<file path="src/rtccal_pkg.sv">
// Constants for the clock control and trim register block.
// Assumes a 32-bit classic Wishbone slave port and a 20 MHz system clock.
package rtccal_pkg;
  // ---------------------------------------------------------------
  // Register byte offsets
  // ---------------------------------------------------------------
  localparam logic [3:0] ADDR_CTRL     = 4'h0;
  localparam logic [3:0] ADDR_VAL_HIGH = 4'h4;
  localparam logic [3:0] ADDR_VAL_LOW  = 4'h8;

  // ---------------------------------------------------------------
  // Control register fields
  // ---------------------------------------------------------------
  localparam int BIT_ENABLE    = 15;
  localparam int BIT_UNLOCK    = 13;
  localparam int BIT_RIPPLE    = 12;
  localparam int BIT_HALF_SEC  = 11;
  localparam int BIT_PIN_OE    = 10;
  localparam int PTR_LSB       = 8;
  localparam int PTR_W         = 2;
  localparam int TRIM_LSB      = 0;
  localparam int TRIM_W        = 8;
  localparam logic [15:0] CTRL_RESET   = 16'h0000;
  localparam logic [15:0] CTRL_WR_MASK = 16'ha7ff;
  localparam logic [15:0] VAL_RESET    = 16'h0000;

  // ---------------------------------------------------------------
  // Timing
  // ---------------------------------------------------------------
  localparam int CLK_HZ          = 20000000;
  localparam int HALF_SEC_MS     = 500;
  localparam int HALF_SEC_CYCLES = CLK_HZ / 1000 * HALF_SEC_MS;
  localparam int RIPPLE_CYCLES   = 32;
  localparam int TIMER_W         = 24;
endpackage

</file>
<file path="src/rtccal_top.sv">
// Control and trim register of the real-time clock, with value window.
// Assumes a classic Wishbone master on the system clock; counting chain lives outside.
//
// Overview of operation
// - Bit 15 enables the clock timebase; pin output enable and trim act regardless of it
// - Value writes accepted only while unlocked
// - Value registers locked after reset and clear
// - Ripple flag high near rollover
// - Ripple flag low when reads are safe
// - Half-second flag high in second half
// - Pointer selects visible value register
// - Each window access decrements the pointer
// - Pointer stops decrementing at zero
// - Unimplemented bits read zero, ignore writes
`timescale 1ns/1ps
`default_nettype none
module rtccal_top #(
  parameter int HALF_SEC_CYCLES = rtccal_pkg::HALF_SEC_CYCLES,
  parameter int RIPPLE_CYCLES   = rtccal_pkg::RIPPLE_CYCLES
) (
  input  wire logic        REF_CLK,
  input  wire logic        RESET_N,
  input  wire logic        WB_CYC_I,
  input  wire logic        WB_STB_I,
  input  wire logic        WB_WE_I,
  input  wire logic [3:0]  WB_ADR_I,
  input  wire logic [3:0]  WB_SEL_I,
  input  wire logic [31:0] WB_DAT_I,
  output logic [31:0]      WB_DAT_O,
  output logic             WB_ACK_O,
  output logic             CLOCK_MODULE_ENABLE,
  output logic             CLOCK_PIN_OUTPUT_ENABLE,
  output logic [rtccal_pkg::TRIM_W-1:0] DRIFT_TRIM,
  output logic             HALF_SECOND_PHASE,
  output logic             ROLLOVER_RIPPLE_FLAG,
  output logic             SECOND_TICK
);
  import rtccal_pkg::*;

  // ---------------------------------------------------------------
  // Reset release
  // ---------------------------------------------------------------
  logic rst_meta;
  logic rst_n;

  always_ff @(posedge REF_CLK or negedge RESET_N)
  begin
    if (!RESET_N)
    begin
      rst_meta <= 1'b0;
      rst_n    <= 1'b0;
    end
    else
    begin
      rst_meta <= 1'b1;
      rst_n    <= rst_meta;
    end
  end

  // ---------------------------------------------------------------
  // Bus decode
  // ---------------------------------------------------------------
  logic [15:0] ctrl;
  logic [15:0] val_high [4];
  logic [15:0] val_low  [4];
  logic [TIMER_W-1:0] half_cnt;
  logic               half_sec;

  wire             req         = WB_CYC_I && WB_STB_I;
  wire             take        = req && WB_ACK_O;
  wire             hit_ctrl    = WB_ADR_I == ADDR_CTRL;
  wire             hit_high    = WB_ADR_I == ADDR_VAL_HIGH;
  wire             hit_low     = WB_ADR_I == ADDR_VAL_LOW;
  wire             hit_win     = hit_high || hit_low;
  wire [PTR_W-1:0] ptr         = ctrl[PTR_LSB +: PTR_W];
  wire             module_en   = ctrl[BIT_ENABLE];
  wire             unlock      = ctrl[BIT_UNLOCK];
  wire [15:0]      lane_mask   = {{8{WB_SEL_I[1]}}, {8{WB_SEL_I[0]}}};
  wire [15:0]      wr_data     = WB_DAT_I[15:0];
  wire             ctrl_wr     = take && WB_WE_I && hit_ctrl;
  wire             val_wr      = take && WB_WE_I && hit_win && unlock;
  wire             win_access  = take && hit_win;
  wire [PTR_W-1:0] next_ptr    = (ptr == '0) ? ptr : ptr - 1'b1;
  wire [15:0]      wr_mask     = lane_mask & CTRL_WR_MASK;

  // Timebase runs only while enabled, so a disabled clock never ripples
  wire last_cycle  = half_cnt == TIMER_W'(HALF_SEC_CYCLES - 1);
  wire ripple_zone = module_en && half_sec
                     && (half_cnt >= TIMER_W'(HALF_SEC_CYCLES - RIPPLE_CYCLES));

  // Live flags replace stored bits; a write can never land there
  wire [15:0] ctrl_view = {ctrl[15:13], ripple_zone, half_sec, ctrl[10:0]};

  wire [15:0] rd_word = hit_ctrl ? ctrl_view :
                        hit_high ? val_high[ptr] :
                        hit_low  ? val_low[ptr]  : 16'h0000;

  // ---------------------------------------------------------------
  // Wishbone answer: one wait state, data latched with ack
  // ---------------------------------------------------------------
  always_ff @(posedge REF_CLK or negedge rst_n)
  begin
    if (!rst_n)
    begin
      WB_ACK_O <= 1'b0;
      WB_DAT_O <= 32'h0000_0000;
    end
    else
    begin
      WB_ACK_O <= req && !WB_ACK_O;
      if (req && !WB_ACK_O)
        WB_DAT_O <= {16'h0000, rd_word};
    end
  end

  // ---------------------------------------------------------------
  // Control register
  // ---------------------------------------------------------------
  always_ff @(posedge REF_CLK or negedge rst_n)
  begin
    if (!rst_n)
      ctrl <= CTRL_RESET;
    else if (ctrl_wr)
      ctrl <= (ctrl & ~wr_mask) | (wr_data & wr_mask);
    else if (win_access)
      ctrl[PTR_LSB +: PTR_W] <= next_ptr;
  end

  // ---------------------------------------------------------------
  // Value window storage
  // ---------------------------------------------------------------
  always_ff @(posedge REF_CLK or negedge rst_n)
  begin
    if (!rst_n)
    begin
      for (int i = 0; i < 4; i++)
      begin
        val_high[i] <= VAL_RESET;
        val_low[i]  <= VAL_RESET;
      end
    end
    else if (val_wr)
    begin
      if (hit_high)
        val_high[ptr] <= (val_high[ptr] & ~lane_mask) | (wr_data & lane_mask);
      else
        val_low[ptr]  <= (val_low[ptr] & ~lane_mask) | (wr_data & lane_mask);
    end
  end

  // ---------------------------------------------------------------
  // Half-second timebase
  // ---------------------------------------------------------------
  always_ff @(posedge REF_CLK or negedge rst_n)
  begin
    if (!rst_n)
    begin
      half_cnt    <= '0;
      half_sec    <= 1'b0;
      SECOND_TICK <= 1'b0;
    end
    else if (!module_en)
    begin
      // Disabling restarts the second so phase is known on re-enable
      half_cnt    <= '0;
      half_sec    <= 1'b0;
      SECOND_TICK <= 1'b0;
    end
    else
    begin
      half_cnt    <= last_cycle ? '0 : half_cnt + 1'b1;
      SECOND_TICK <= last_cycle && half_sec;
      if (last_cycle)
        half_sec <= !half_sec;
    end
  end

  // ---------------------------------------------------------------
  // Outputs
  // ---------------------------------------------------------------
  assign CLOCK_MODULE_ENABLE     = module_en;
  assign CLOCK_PIN_OUTPUT_ENABLE = ctrl[BIT_PIN_OE];
  assign DRIFT_TRIM              = ctrl[TRIM_LSB +: TRIM_W];
  assign HALF_SECOND_PHASE       = half_sec;
  assign ROLLOVER_RIPPLE_FLAG    = ripple_zone;

  // ---------------------------------------------------------------
  // Assertions
  // ---------------------------------------------------------------
  wire [127:0] all_vals = {val_high[3], val_high[2], val_high[1], val_high[0],
                           val_low[3], val_low[2], val_low[1], val_low[0]};

  property p_enable_write;
    @(posedge REF_CLK) disable iff (!rst_n)
    (ctrl_wr && WB_SEL_I[1]) |=> (CLOCK_MODULE_ENABLE == $past(WB_DAT_I[15]));
  endproperty
  a_enable_write: assert property (p_enable_write) else $error("enable bit not written");

  property p_locked_values;
    @(posedge REF_CLK) disable iff (!rst_n)
    (take && WB_WE_I && hit_win && !unlock) |=> $stable(all_vals);
  endproperty
  a_locked_values: assert property (p_locked_values) else $error("locked value changed");

  property p_reset_locked;
    @(posedge REF_CLK)
    !rst_n |-> (!ctrl[BIT_UNLOCK] && all_vals == '0);
  endproperty
  a_reset_locked: assert property (p_reset_locked) else $error("unlock set in reset");

  property p_ripple_before_tick;
    @(posedge REF_CLK) disable iff (!rst_n)
    $rose(SECOND_TICK) |-> $past(ROLLOVER_RIPPLE_FLAG, 2);
  endproperty
  a_ripple_before_tick: assert property (p_ripple_before_tick) else $error("no ripple flag at rollover");

  property p_ripple_safe;
    @(posedge REF_CLK) disable iff (!rst_n)
    (!CLOCK_MODULE_ENABLE || !HALF_SECOND_PHASE) |-> !ROLLOVER_RIPPLE_FLAG;
  endproperty
  a_ripple_safe: assert property (p_ripple_safe) else $error("ripple flag in safe time");

  property p_half_after_tick;
    @(posedge REF_CLK) disable iff (!rst_n)
    SECOND_TICK |-> (!HALF_SECOND_PHASE && $past(HALF_SECOND_PHASE));
  endproperty
  a_half_after_tick: assert property (p_half_after_tick) else $error("half-second phase wrong");

  property p_window_read;
    @(posedge REF_CLK) disable iff (!rst_n)
    (req && !WB_ACK_O && hit_high && !WB_WE_I) |=> (WB_DAT_O[15:0] == $past(val_high[ptr]));
  endproperty
  a_window_read: assert property (p_window_read) else $error("window read wrong entry");

  property p_ptr_step;
    @(posedge REF_CLK) disable iff (!rst_n)
    win_access |=> (ptr == (($past(ptr) == 2'h0) ? 2'h0 : $past(ptr) - 2'h1));
  endproperty
  a_ptr_step: assert property (p_ptr_step) else $error("pointer step wrong");

  property p_unused_zero;
    @(posedge REF_CLK) disable iff (!rst_n)
    WB_ACK_O |-> (WB_DAT_O[31:16] == 16'h0000 && (!$past(hit_ctrl) || !WB_DAT_O[14]));
  endproperty
  a_unused_zero: assert property (p_unused_zero) else $error("unimplemented bits nonzero");

  property p_flags_ro;
    @(posedge REF_CLK) disable iff (!rst_n)
    (ctrl_wr && !module_en) |=> (!ROLLOVER_RIPPLE_FLAG && !HALF_SECOND_PHASE);
  endproperty
  a_flags_ro: assert property (p_flags_ro) else $error("read-only flag written");
endmodule
`default_nettype wire
</file>
<file path="config.mk">
export PLATFORM = sky130hd
export DESIGN_NAME = rtccal_top
export DESIGN_NICKNAME = d
export VERILOG_FILES = /design/src/rtccal_pkg.sv /design/src/rtccal_top.sv
export SDC_FILE = /design/constraint.sdc
export NUM_CORES = 1
export LEC_CHECK = 0
export BUFFER_PORTS_ARGS = -buffer_cell sky130_fd_sc_hd__buf_2
export CORE_MARGIN = 1.5
export CORE_UTILIZATION = 50
export DETAILED_ROUTE_END_ITERATION = 7
export GPL_ROUTABILITY_DRIVEN = 0
export GPL_TIMING_DRIVEN = 0
export PLACE_DENSITY_LB_ADDON = 0.12
export SETUP_SLACK_MARGIN = 0.4
export SLEW_MARGIN = 40
export SYNTH_ARGS = -nofsm -noshare
export SYNTH_HDL_FRONTEND = slang
export SYNTH_SLANG_ARGS = --single-unit
</file>
<file path="constraint.sdc">
create_clock -name REF_CLK -period 6.2 [get_ports REF_CLK]
set_clock_uncertainty 0.15 [all_clocks]
set_input_delay 0.93 -clock REF_CLK [delete_from_list [all_inputs] [get_ports REF_CLK]]
set_output_delay 0.93 -clock REF_CLK [all_outputs]
set_load 0.01 [all_outputs]
</file>
==> out/metrics.cfg, run 1 <==
[status]
outcome = finished clean

[synth]
ys_top_cells_by_area = dfrtp_1, mux2_2, mux4_2, o21ai_0, nand2_1
synth_mux_area_share_pct = 21.7
synthCells = 746
synth-edff-count = 0
synth_xor_area_share_pct = 1.49
synth_area_mm2 = 0.00882
yosysTopAreaCellShare_pct = 52.8
syn_area_per_cell_um2 = 11.8
synth_fa_ha_area_share_pct = 0.851
ys_types = 49
synth_largest_area_cell = dfrtp_1
synth_common_cells = dfrtp_1, mux2_2, o21ai_0
synth_top_family_by_area = multiplexers
async_flop_share_pct = 100
ys_warn_count = 0
ys_ff_latch = 186
synth_compound_area_share_pct = 9.25
yosysMostFrequentCell = dfrtp_1
synthFlopType = dfrtp_1
synth_seq_area_share_pct = 52.8
synth_simple_gate_area_share_pct = 9.16

[clocking]
cts-root-buf = clkbuf_16
cts_hold_buf = 0
post_cts_buffers = 0
clkLatencyLatePin_ns = 0.43
clk_pin_slew_ns = 0.07
numCtsBuffers = 17
cts-resized-gates = 0
htreeDepth = 4
clock_sinks = 186
tritoncts = built
clockBufferDepth = 2

[placement]
dp_slack_ns = 2.86
post_dp_cell_area_mm2 = 0.00952
dp_hpwl_um = 16300
port_buffers = 54

[critical_path]
cp_slowest_stage_delay_ns = 0.62
crit_fanout = 10
critical_path_class = reg2reg
worstPathArrival_ns = 3.39
start_kind = flop
cp_slowest_cell = clkbuf_1
crit_required_ns = 6.36
worstPathCellList = clkbuf_1 > clkbuf_1 > inv_1 > ha_1 > nand2_1 > buf_2 > mux2_2
cp-end-kind = flop
cp_common_cell = clkbuf_1

[routing]
wl_per_cell_um = 21.2
vias = 6376
drtIter0Drc = 440
drc_errors = 0
firstDrtPassIters = 5
ant_nets = 0
routed_wl_um = 22900
vias_per_cell = 5.92

[global_routing]
gr-usage-met2_pct = 42.9
grt-busiest-layer = met2
antenna_found_initial = 0
grt_pass1_vias = 6566
grt_max_degree = 41
gr-usage-met1_pct = 37.1
grt_pass1_wl_um = 36300
grtUsageTotal_pct = 26.6
gr-total-overflow = 0
use_met3_pct = 5.07

[job]
maxCapViolCount = 0

[sta]
hold_violations = 0
finalSetupViolCount = 0
slew_headroom_pct = 45.2
min_period_ns = 3.23
tightest_slew_ns = 0.822
fin_crit_sh_pct = 52.0
max_freq_mhz = 310
setup_slack_ns = 2.97
slew_viol_final = 0
rsz0062_at_grt = false

[floorplanning]
io-pin-count = 91
rows = 48
dieHeight_um = 136
dieArea_mm2 = 0.0184
coreArea_mm2 = 0.0173
start_util_pct = 51.0
die_w_um = 136

[power]
power_density_mw_per_mm2 = 252
max-vdd-ir-drop_mv = 0.228
p_leak_nw = 4.72

[final_layout]
fin_area_mm2 = 0.0101
final_nets = 890
syn_to_final_growth_pct = 14.5
drive_above_1_share_pct = 30.3
antenna_cells = 0

[hold_path]
hp-class = in2async

==> critical path: cells and delay by family (launching register included) <==
kind                       cells  cell delay (ns)
and+or+nand+nor                1             0.32
DFF                            1             0.38
adders and majority gates      1             0.29
muxes                          1             0.38
buffers and inverters          4             1.58
==> cell families after synthesis <==
logic type / Yosys count
DFF: 186
and+or+nand+nor: 167
AOI/OAI and AO/OA: 152
muxes: 140
buffers and inverters: 78
xor gates and xnor gates: 15
adders and majority gates: 6
other: 2
==> flip-flops by register name, indices dropped and copies added (netlist names), named ones only <==
signal and count:
all_vals 128, half_cnt 24, WB_DAT_O 16, HALF_SECOND_PHASE 1, SECOND_TICK 1, WB_ACK_O 1
rst_meta 1, rst_n 1
==> through the flow <==
step / hold slack [ns] / instances / power [mW] / util, % / setup TNS, ns
2_1_floorplan: 0.181 / 761 / 1.42 / - / 0
3_3_place_gp: 0.194 / 1040 / 1.49 / 54.5 / -209.43
3_5_place_dp: 0.153 / 1044 / 1.51 / 55.0 / 0
4_1_cts: 0.108 / 1076 / 2.56 / 58.3 / 0
5_1_grt: 0.0954 / 1077 / 2.64 / 58.4 / 0
6_report: 0.119 / 1077 / 2.55 / 58.4 / 0
==> routing by layer <==
metal | routed length, um | share of wire, % | vias up
li1 | - | - | 2847
met1 | 10200 | 45 | 3259
met2 | 11100 | 49 | 244
met3 | 1270 | 5.6 | 26
met4 | 287 | 1.3 | 0
met5 | 0 | 0 | -
==> cell usage in the layout (no fill, tap or decap), types with 8 or more instances in the layout <==
| master | count |
|---|---|
| clkbuf_16 | 17 |
| clkbuf_1 | 28 |
| a21oi_1 | 39 |
| mux4_2 | 32 |
| nand2_1 | 82 |
| nand4_1 | 10 |
| nor2_1 | 19 |
| buf_4 | 25 |
| xor2_1 | 8 |
| inv_1 | 11 |
| nand3_1 | 17 |
| mux2i_1 | 18 |
| mux2_2 | 90 |
| conb_1 | 17 |
| o22ai_1 | 14 |
| dfrtp_1 | 185 |
| buf_2 | 64 |
| o21ai_0 | 84 |
==> path summary, 6_finish.rpt <==
check | start | endpoint | slack [ns] | depth (start not counted)
min reg2reg | rst_n | all_vals[75] | 0.13 | 0
min | RESET_N | rst_meta | 0.12 | 1
max in group asynchronous | rst_n | all_vals[16] | 4.63 | 3
min in group REF_CLK | rst_meta | rst_n | 0.22 | 0
max reg2reg | flop | all_vals[1] | 2.97 | 7
max | flop | all_vals[1] | 2.97 | 7
==> layout make-up <==
class | instances | area [um^2]
inverters | 12 | 45.0
clock inverters | 14 | 140
clock buffers | 18 | 429
well taps | 225 | 282
plain buffers | 66 | 370
multi-input cells | 497 | 3810
flip-flops and latches | 186 | 4660
fillers | 1441 | 7200
repair buffers | 59 | 362
==> where the power goes <==
part | switching (mW) | internal [mW]
clock network | 0.498 | 0.564
logic | 0.141 | 0.0919
registers | 0.0194 | 1.23
total | 0.659 | 1.89
No activity file was read; power rests on OpenSTA's default activity.
==> run 2: changes to the inputs <==
--- a/config.mk
+++ b/config.mk
@@ -5,6 +5,7 @@
 export SDC_FILE = /design/constraint.sdc
 export NUM_CORES = 1
 export LEC_CHECK = 0
+export ABC_AREA = 1
 export BUFFER_PORTS_ARGS = -buffer_cell sky130_fd_sc_hd__buf_2
 export CORE_MARGIN = 1.5
 export CORE_UTILIZATION = 50
==> constraint.sdc (replaced) <==
create_clock -name REF_CLK -period 3.1 [get_ports REF_CLK]
set_clock_uncertainty 0.15 [all_clocks]
set_input_delay 0.465 -clock REF_CLK [delete_from_list [all_inputs] [get_ports REF_CLK]]
set_output_delay 0.465 -clock REF_CLK [all_outputs]
set_load 0.01 [all_outputs]
==> out/metrics.cfg, run 2 <==
[floorplanning]
io-pin-count = 91
dieHeight_um = 141
coreArea_mm2 = 0.0188
rows = 50
start_util_pct = 51.0
dieArea_mm2 = 0.0200
die_w_um = 141

[global_routing]
gr-total-overflow = 0
antenna_found_initial = 0
grt_pass1_wl_um = 44500
grtUsageTotal_pct = 29.4
grt_pass1_vias = 7902
grt_max_degree = 41

[final_layout]
drive_above_1_share_pct = 15.1
antenna_cells = 0
multi_input_area_mm2 = 0.00399
utilization_pct = 58.1
fillCellCount = 1728
seqCellArea_mm2 = 0.00466
largest_reg_flops = 128
syn_to_final_growth_pct = 13.9
fin_area_mm2 = 0.0109
final_cell_count_no_fill = 1547
final_nets = 1351
final_cell_mix = nand2_1, dfrtp_1, o21ai_0
final_common_cell = nand2_1

[placement]
dp_cells = 1514
post_dp_cell_area_mm2 = 0.0103
dp_slack_ns = 0.726
dp_hpwl_um = 20600
port_buffers = 55

[clocking]
cts-root-buf = clkbuf_16
tritoncts = built
htreeDepth = 4
cts-resized-gates = 0
clkLatencyLatePin_ns = 0.45
clockBufferDepth = 2
numCtsBuffers = 17
clk_pin_slew_ns = 0.08
clock_sinks = 186

[synth]
ys_warn_count = 0
synthCells = 1205
ys_ff_latch = 186
yosysTopAreaCellShare_pct = 48.6
async_flop_share_pct = 100
synth_common_cells = nand2_1, dfrtp_1, o21ai_0
synth_area_mm2 = 0.00957
yosysMostFrequentCell = nand2_1
syn_area_per_cell_um2 = 7.94
synth_xor_area_share_pct = 0.458
synth_fa_ha_area_share_pct = 0.784
synth-edff-count = 0
synth_simple_gate_area_share_pct = 24.0
synthFlopType = dfrtp_1
synth_seq_area_share_pct = 48.6
synth_compound_area_share_pct = 14.4
ys_types = 37
ys_top_cells_by_area = dfrtp_1, nand2_1, o21ai_0, inv_1, nand3_1
synth_largest_area_cell = dfrtp_1
synth_mux_area_share_pct = 1.29
synth_top_family_by_area = simple AND/OR/NAND/NOR gates

[routing]
wl_per_cell_um = 18.3
drc_errors = 0
ant_nets = 0
wl_met1_um = 12500
routed_wl_um = 28300
vias_per_cell = 5.43
routed.top_layer = met4
route.met3.wl_um = 1720
route.met2.wl_um = 13200
drtIter0Drc = 924
firstDrtPassIters = 7
vias = 8404

[sta]
fin_crit_sh_pct = 81.2
finalSetupViolCount = 0
slew_headroom_pct = 55.0
tns_ns = 0
setup_slack_ns = 0.584
rsz0062_at_grt = false
max_freq_mhz = 397
hold_violations = 0
tightest_slew_ns = 0.675
whs_ns = 0.0240
slew_viol_final = 0
min_period_ns = 2.52

[critical_path]
worstPathArrival_ns = 1.90
critical_path_class = reg2out
cp-end-kind = output port
r2r.worst_path.cells = 8
r2r_end = all_vals[3]
crit_fanout = 4
start_kind = flop
crit_required_ns = 2.48
reg2reg_slack_ns = 0.71

[status]
outcome = finished clean

[power]
total_power_mw = 5.85
max-vdd-ir-drop_mv = 0.383
p_leak_nw = 5.53
power_density_mw_per_mm2 = 537

[job]
maxCapViolCount = 0

[hold_path]
hp-class = reg2async

==> run 2: cell count changes after synthesis, sizes merged, moves of 8 or more <==
cell and change:
clkbuf -9, o22ai -9, o21ai +116, nand2 +294
mux2i -18, nor2 +63, nand3 +41, inv +102
buf +26, mux2 -79, or4 -8, o221ai +12
mux4 -32
==> run 2: report_power, final <==
group          internal, mW  switching (mW)  leakage (nW)
logic                 0.303           0.847          2.85
registers              2.47          0.0400          2.40
clock network          1.09            1.11         0.283
total                  3.86            2.00          5.53
==> run 2: area by class of cell <==
class | count | share of cell area (%)
Tap cell | 234 | 2.69
Timing Repair Buffer | 61 | 3.54
Sequential cell | 186 | 42.7
Clock inverter | 15 | 1.50
Buffer | 83 | 5.15
Clock buffer | 17 | 3.90
Multi-Input combinational cell | 838 | 36.6
Inverter | 113 | 3.89
==> run 2: repair_timing <==
item / CTS / global route
hold buffers: 1 / 0
hold endpoints to repair: 2 / 0
setup buffers: 0 / 0
==> run 2: cell families (layout without fill, tap and decap cells) <==
group / count (synthesis) / after routing
mux: 11 / 11
fa+ha+maj: 6 / 6
flops: 186 / 186
other cells: 2 / 17
compound gates: 263 / 263
xor+xnor: 5 / 5
buf+inv: 196 / 289
simple gates: 536 / 536
==> run 2: worst max path at each step <==
stage                  from  cells past startpoint  slack (ns)                    to
4_1_cts        half_cnt[17]                      8        0.61  ROLLOVER_RIPPLE_FLAG
2_1_floorplan         rst_n                      0        1.04     HALF_SECOND_PHASE
5_1_grt        half_cnt[16]                      8        0.46  ROLLOVER_RIPPLE_FLAG
6_report       half_cnt[17]                      8        0.58  ROLLOVER_RIPPLE_FLAG
3_5_place_dp           flop                      8        0.73          all_vals[30]
3_3_place_gp          rst_n                      0        0.30          half_cnt[15]
==> run 2: critical path, cell delays in order (launching register included) <==
cell and delay, ns:
dfrtp_1 0.43, nor2_1 0.19, nand3_1 0.11, nor2_1 0.25
nand3_1 0.11, nand3_1 0.09, nand2_1 0.11, inv_1 0.07
buf_2 0.12
==> run 2: routing by layer <==
metal / vias to the layer above / track usage, %
met5: - / 0
met4: 0 / 11.7
met3: 49 / 4.93
met2: 341 / 45.9
met1: 3986 / 41.2
li1: 4028 / -
==> run 3: changes to the inputs <==
==> constraint.sdc (replaced) <==
create_clock -name REF_CLK -period 2.55 [get_ports REF_CLK]
set_clock_uncertainty 0.15 [all_clocks]
set_input_delay 0.3825 -clock REF_CLK [delete_from_list [all_inputs] [get_ports REF_CLK]]
set_output_delay 0.3825 -clock REF_CLK [all_outputs]
set_load 0.01 [all_outputs]
==> out/metrics.cfg, run 3 (synthesis gave the netlist of run 2 again) <==
[sta]
tightest_slew_ns = 0.651
whs_ns = 0.0250
rsz0062_at_grt = true
max_freq_mhz = 456
slew_viol_final = 0
setup_slack_ns = 0.357
tns_ns = 0
fin_crit_sh_pct = 86.0
min_period_ns = 2.19
slew_headroom_pct = 56.6
hold_violations = 0
finalSetupViolCount = 0

[clocking]
cts-root-buf = clkbuf_16
clkLatencyLatePin_ns = 0.44
htreeDepth = 4
tritoncts = built
clk_pin_slew_ns = 0.08
numCtsBuffers = 17
clockBufferDepth = 2
clock_sinks = 186

[final_layout]
drive_above_1_share_pct = 18.6
utilization_pct = 59.4
largest_reg_flops = 128
final_common_cell = nand2_1
fin_area_mm2 = 0.0111
final_cell_mix = nand2_1, dfrtp_1, o21ai_0
antenna_cells = 0
syn_to_final_growth_pct = 16.4
final_nets = 1362
final_cell_count_no_fill = 1558

[critical_path]
r2r_end = all_vals[30]
critical_path_class = reg2out
start_kind = flop
critPathTopFamily = simple AND/OR/NAND/NOR gates
worstPathArrival_ns = 1.66
cp-end-kind = output port
crit_fanout = 4
cp_common_cell = nand3_2
cp_slowest_stage_delay_ns = 0.42
r2r.worst_path.cells = 8
worstPathCellList = nor2_2 > nand3_2 > nor2_4 > nand3_1 > nand3_2 > nand2_2 > inv_1 > buf_2
path_buf_inv = 2
crit_required_ns = 2.02
reg2reg_slack_ns = 0.48
cp_slowest_cell = dfrtp_1

[global_routing]
grt_max_degree = 41
gr-total-overflow = 0
grt_pass1_vias = 7966
grtUsageTotal_pct = 29.6
gr-usage-met1_pct = 41.3
antenna_found_initial = 0
use_met3_pct = 4.79
grt_pass1_wl_um = 44800
gr-usage-met2_pct = 46.2
grt-busiest-layer = met2

[power]
p_int_mw = 4.71
total_power_mw = 7.17
power_density_mw_per_mm2 = 643
clock_power_share_pct = 37.2
p_leak_nw = 5.62
pwr-share-comb_pct = 20.2
seqPwrFrac_pct = 42.5
max-vdd-ir-drop_mv = 0.465
p_sw_mw = 2.45
switching_share_pct = 34.2

[floorplanning]
dieArea_mm2 = 0.0200
die_w_um = 141
dieHeight_um = 141
coreArea_mm2 = 0.0188
rows = 50
start_util_pct = 51.0
io-pin-count = 91

[placement]
post_dp_cell_area_mm2 = 0.0103
port_buffers = 55
dp_hpwl_um = 20600
dp_slack_ns = 0.176
dp_cells = 1514

[routing]
ant_nets = 0
drc_errors = 0
wl_per_cell_um = 18.4
vias_per_cell = 5.48
drtIter0Drc = 822
firstDrtPassIters = 8
vias = 8540
routed_wl_um = 28700

[hold_path]
hp-class = reg2async

[status]
outcome = finished clean

[job]
maxCapViolCount = 0

run 3: layer usage:
layer | vias up | wire length [um]
li1 | 4056 | -
met1 | 4067 | 12500
met2 | 363 | 13300
met3 | 54 | 1870
met4 | 0 | 963
met5 | - | 0
run 3: final cells by class:
class,instances,area [um^2]
flip-flops and latches,186,4660
well taps,234,293
fillers,1706,7620
multi-input cells,838,4100
clock buffers,17,425
repair buffers,72,472
inverters,113,427
plain buffers,83,594
clock inverters,15,164
run 3: how the worst max path moves through the flow:
| stage | slack (ns) | to | cells after the start | from |
|---|---|---|---|---|
| floorplan | 0.49 | HALF_SECOND_PHASE | 0 | rst_n |
| global placement | -0.25 | half_cnt[15] | 0 | rst_n |
| detailed placement | 0.18 | all_vals[30] | 8 | flop |
| CTS | 0.35 | ROLLOVER_RIPPLE_FLAG | 8 | half_cnt[16] |
| global route | 0.27 | ROLLOVER_RIPPLE_FLAG | 8 | half_cnt[21] |
| finish | 0.36 | ROLLOVER_RIPPLE_FLAG | 8 | half_cnt[22] |
run 3: worst reg2reg max path, cell delays in order, from the launching register on:
cell and delay (ns):
dfrtp_1 0.40, buf_2 0.20, inv_4 0.14, buf_6 0.20, ha_1 0.25, inv_2 0.13, buf_2 0.22, o21ai_0 0.19
nand2_1 0.08
run 3: power groups by stage:
stage	Clock, mW	Sequential [mW]	Combinational, mW
floorplan	0	3.15	0.768
global placement	0	3.16	1.29
detailed placement	0	3.11	1.37
CTS	2.69	3.05	1.39
global route	2.82	3.06	1.55
finish	2.67	3.05	1.45
run 3: repair_timing:
action                                  4_1_cts  5_1_grt
pin swaps                                     4        5
buffers inserted                              7        4
hold buffers                                  1        0
hold endpoints to repair                      2        0
resized for setup                            22       39
endpoints found under the setup margin       59       96
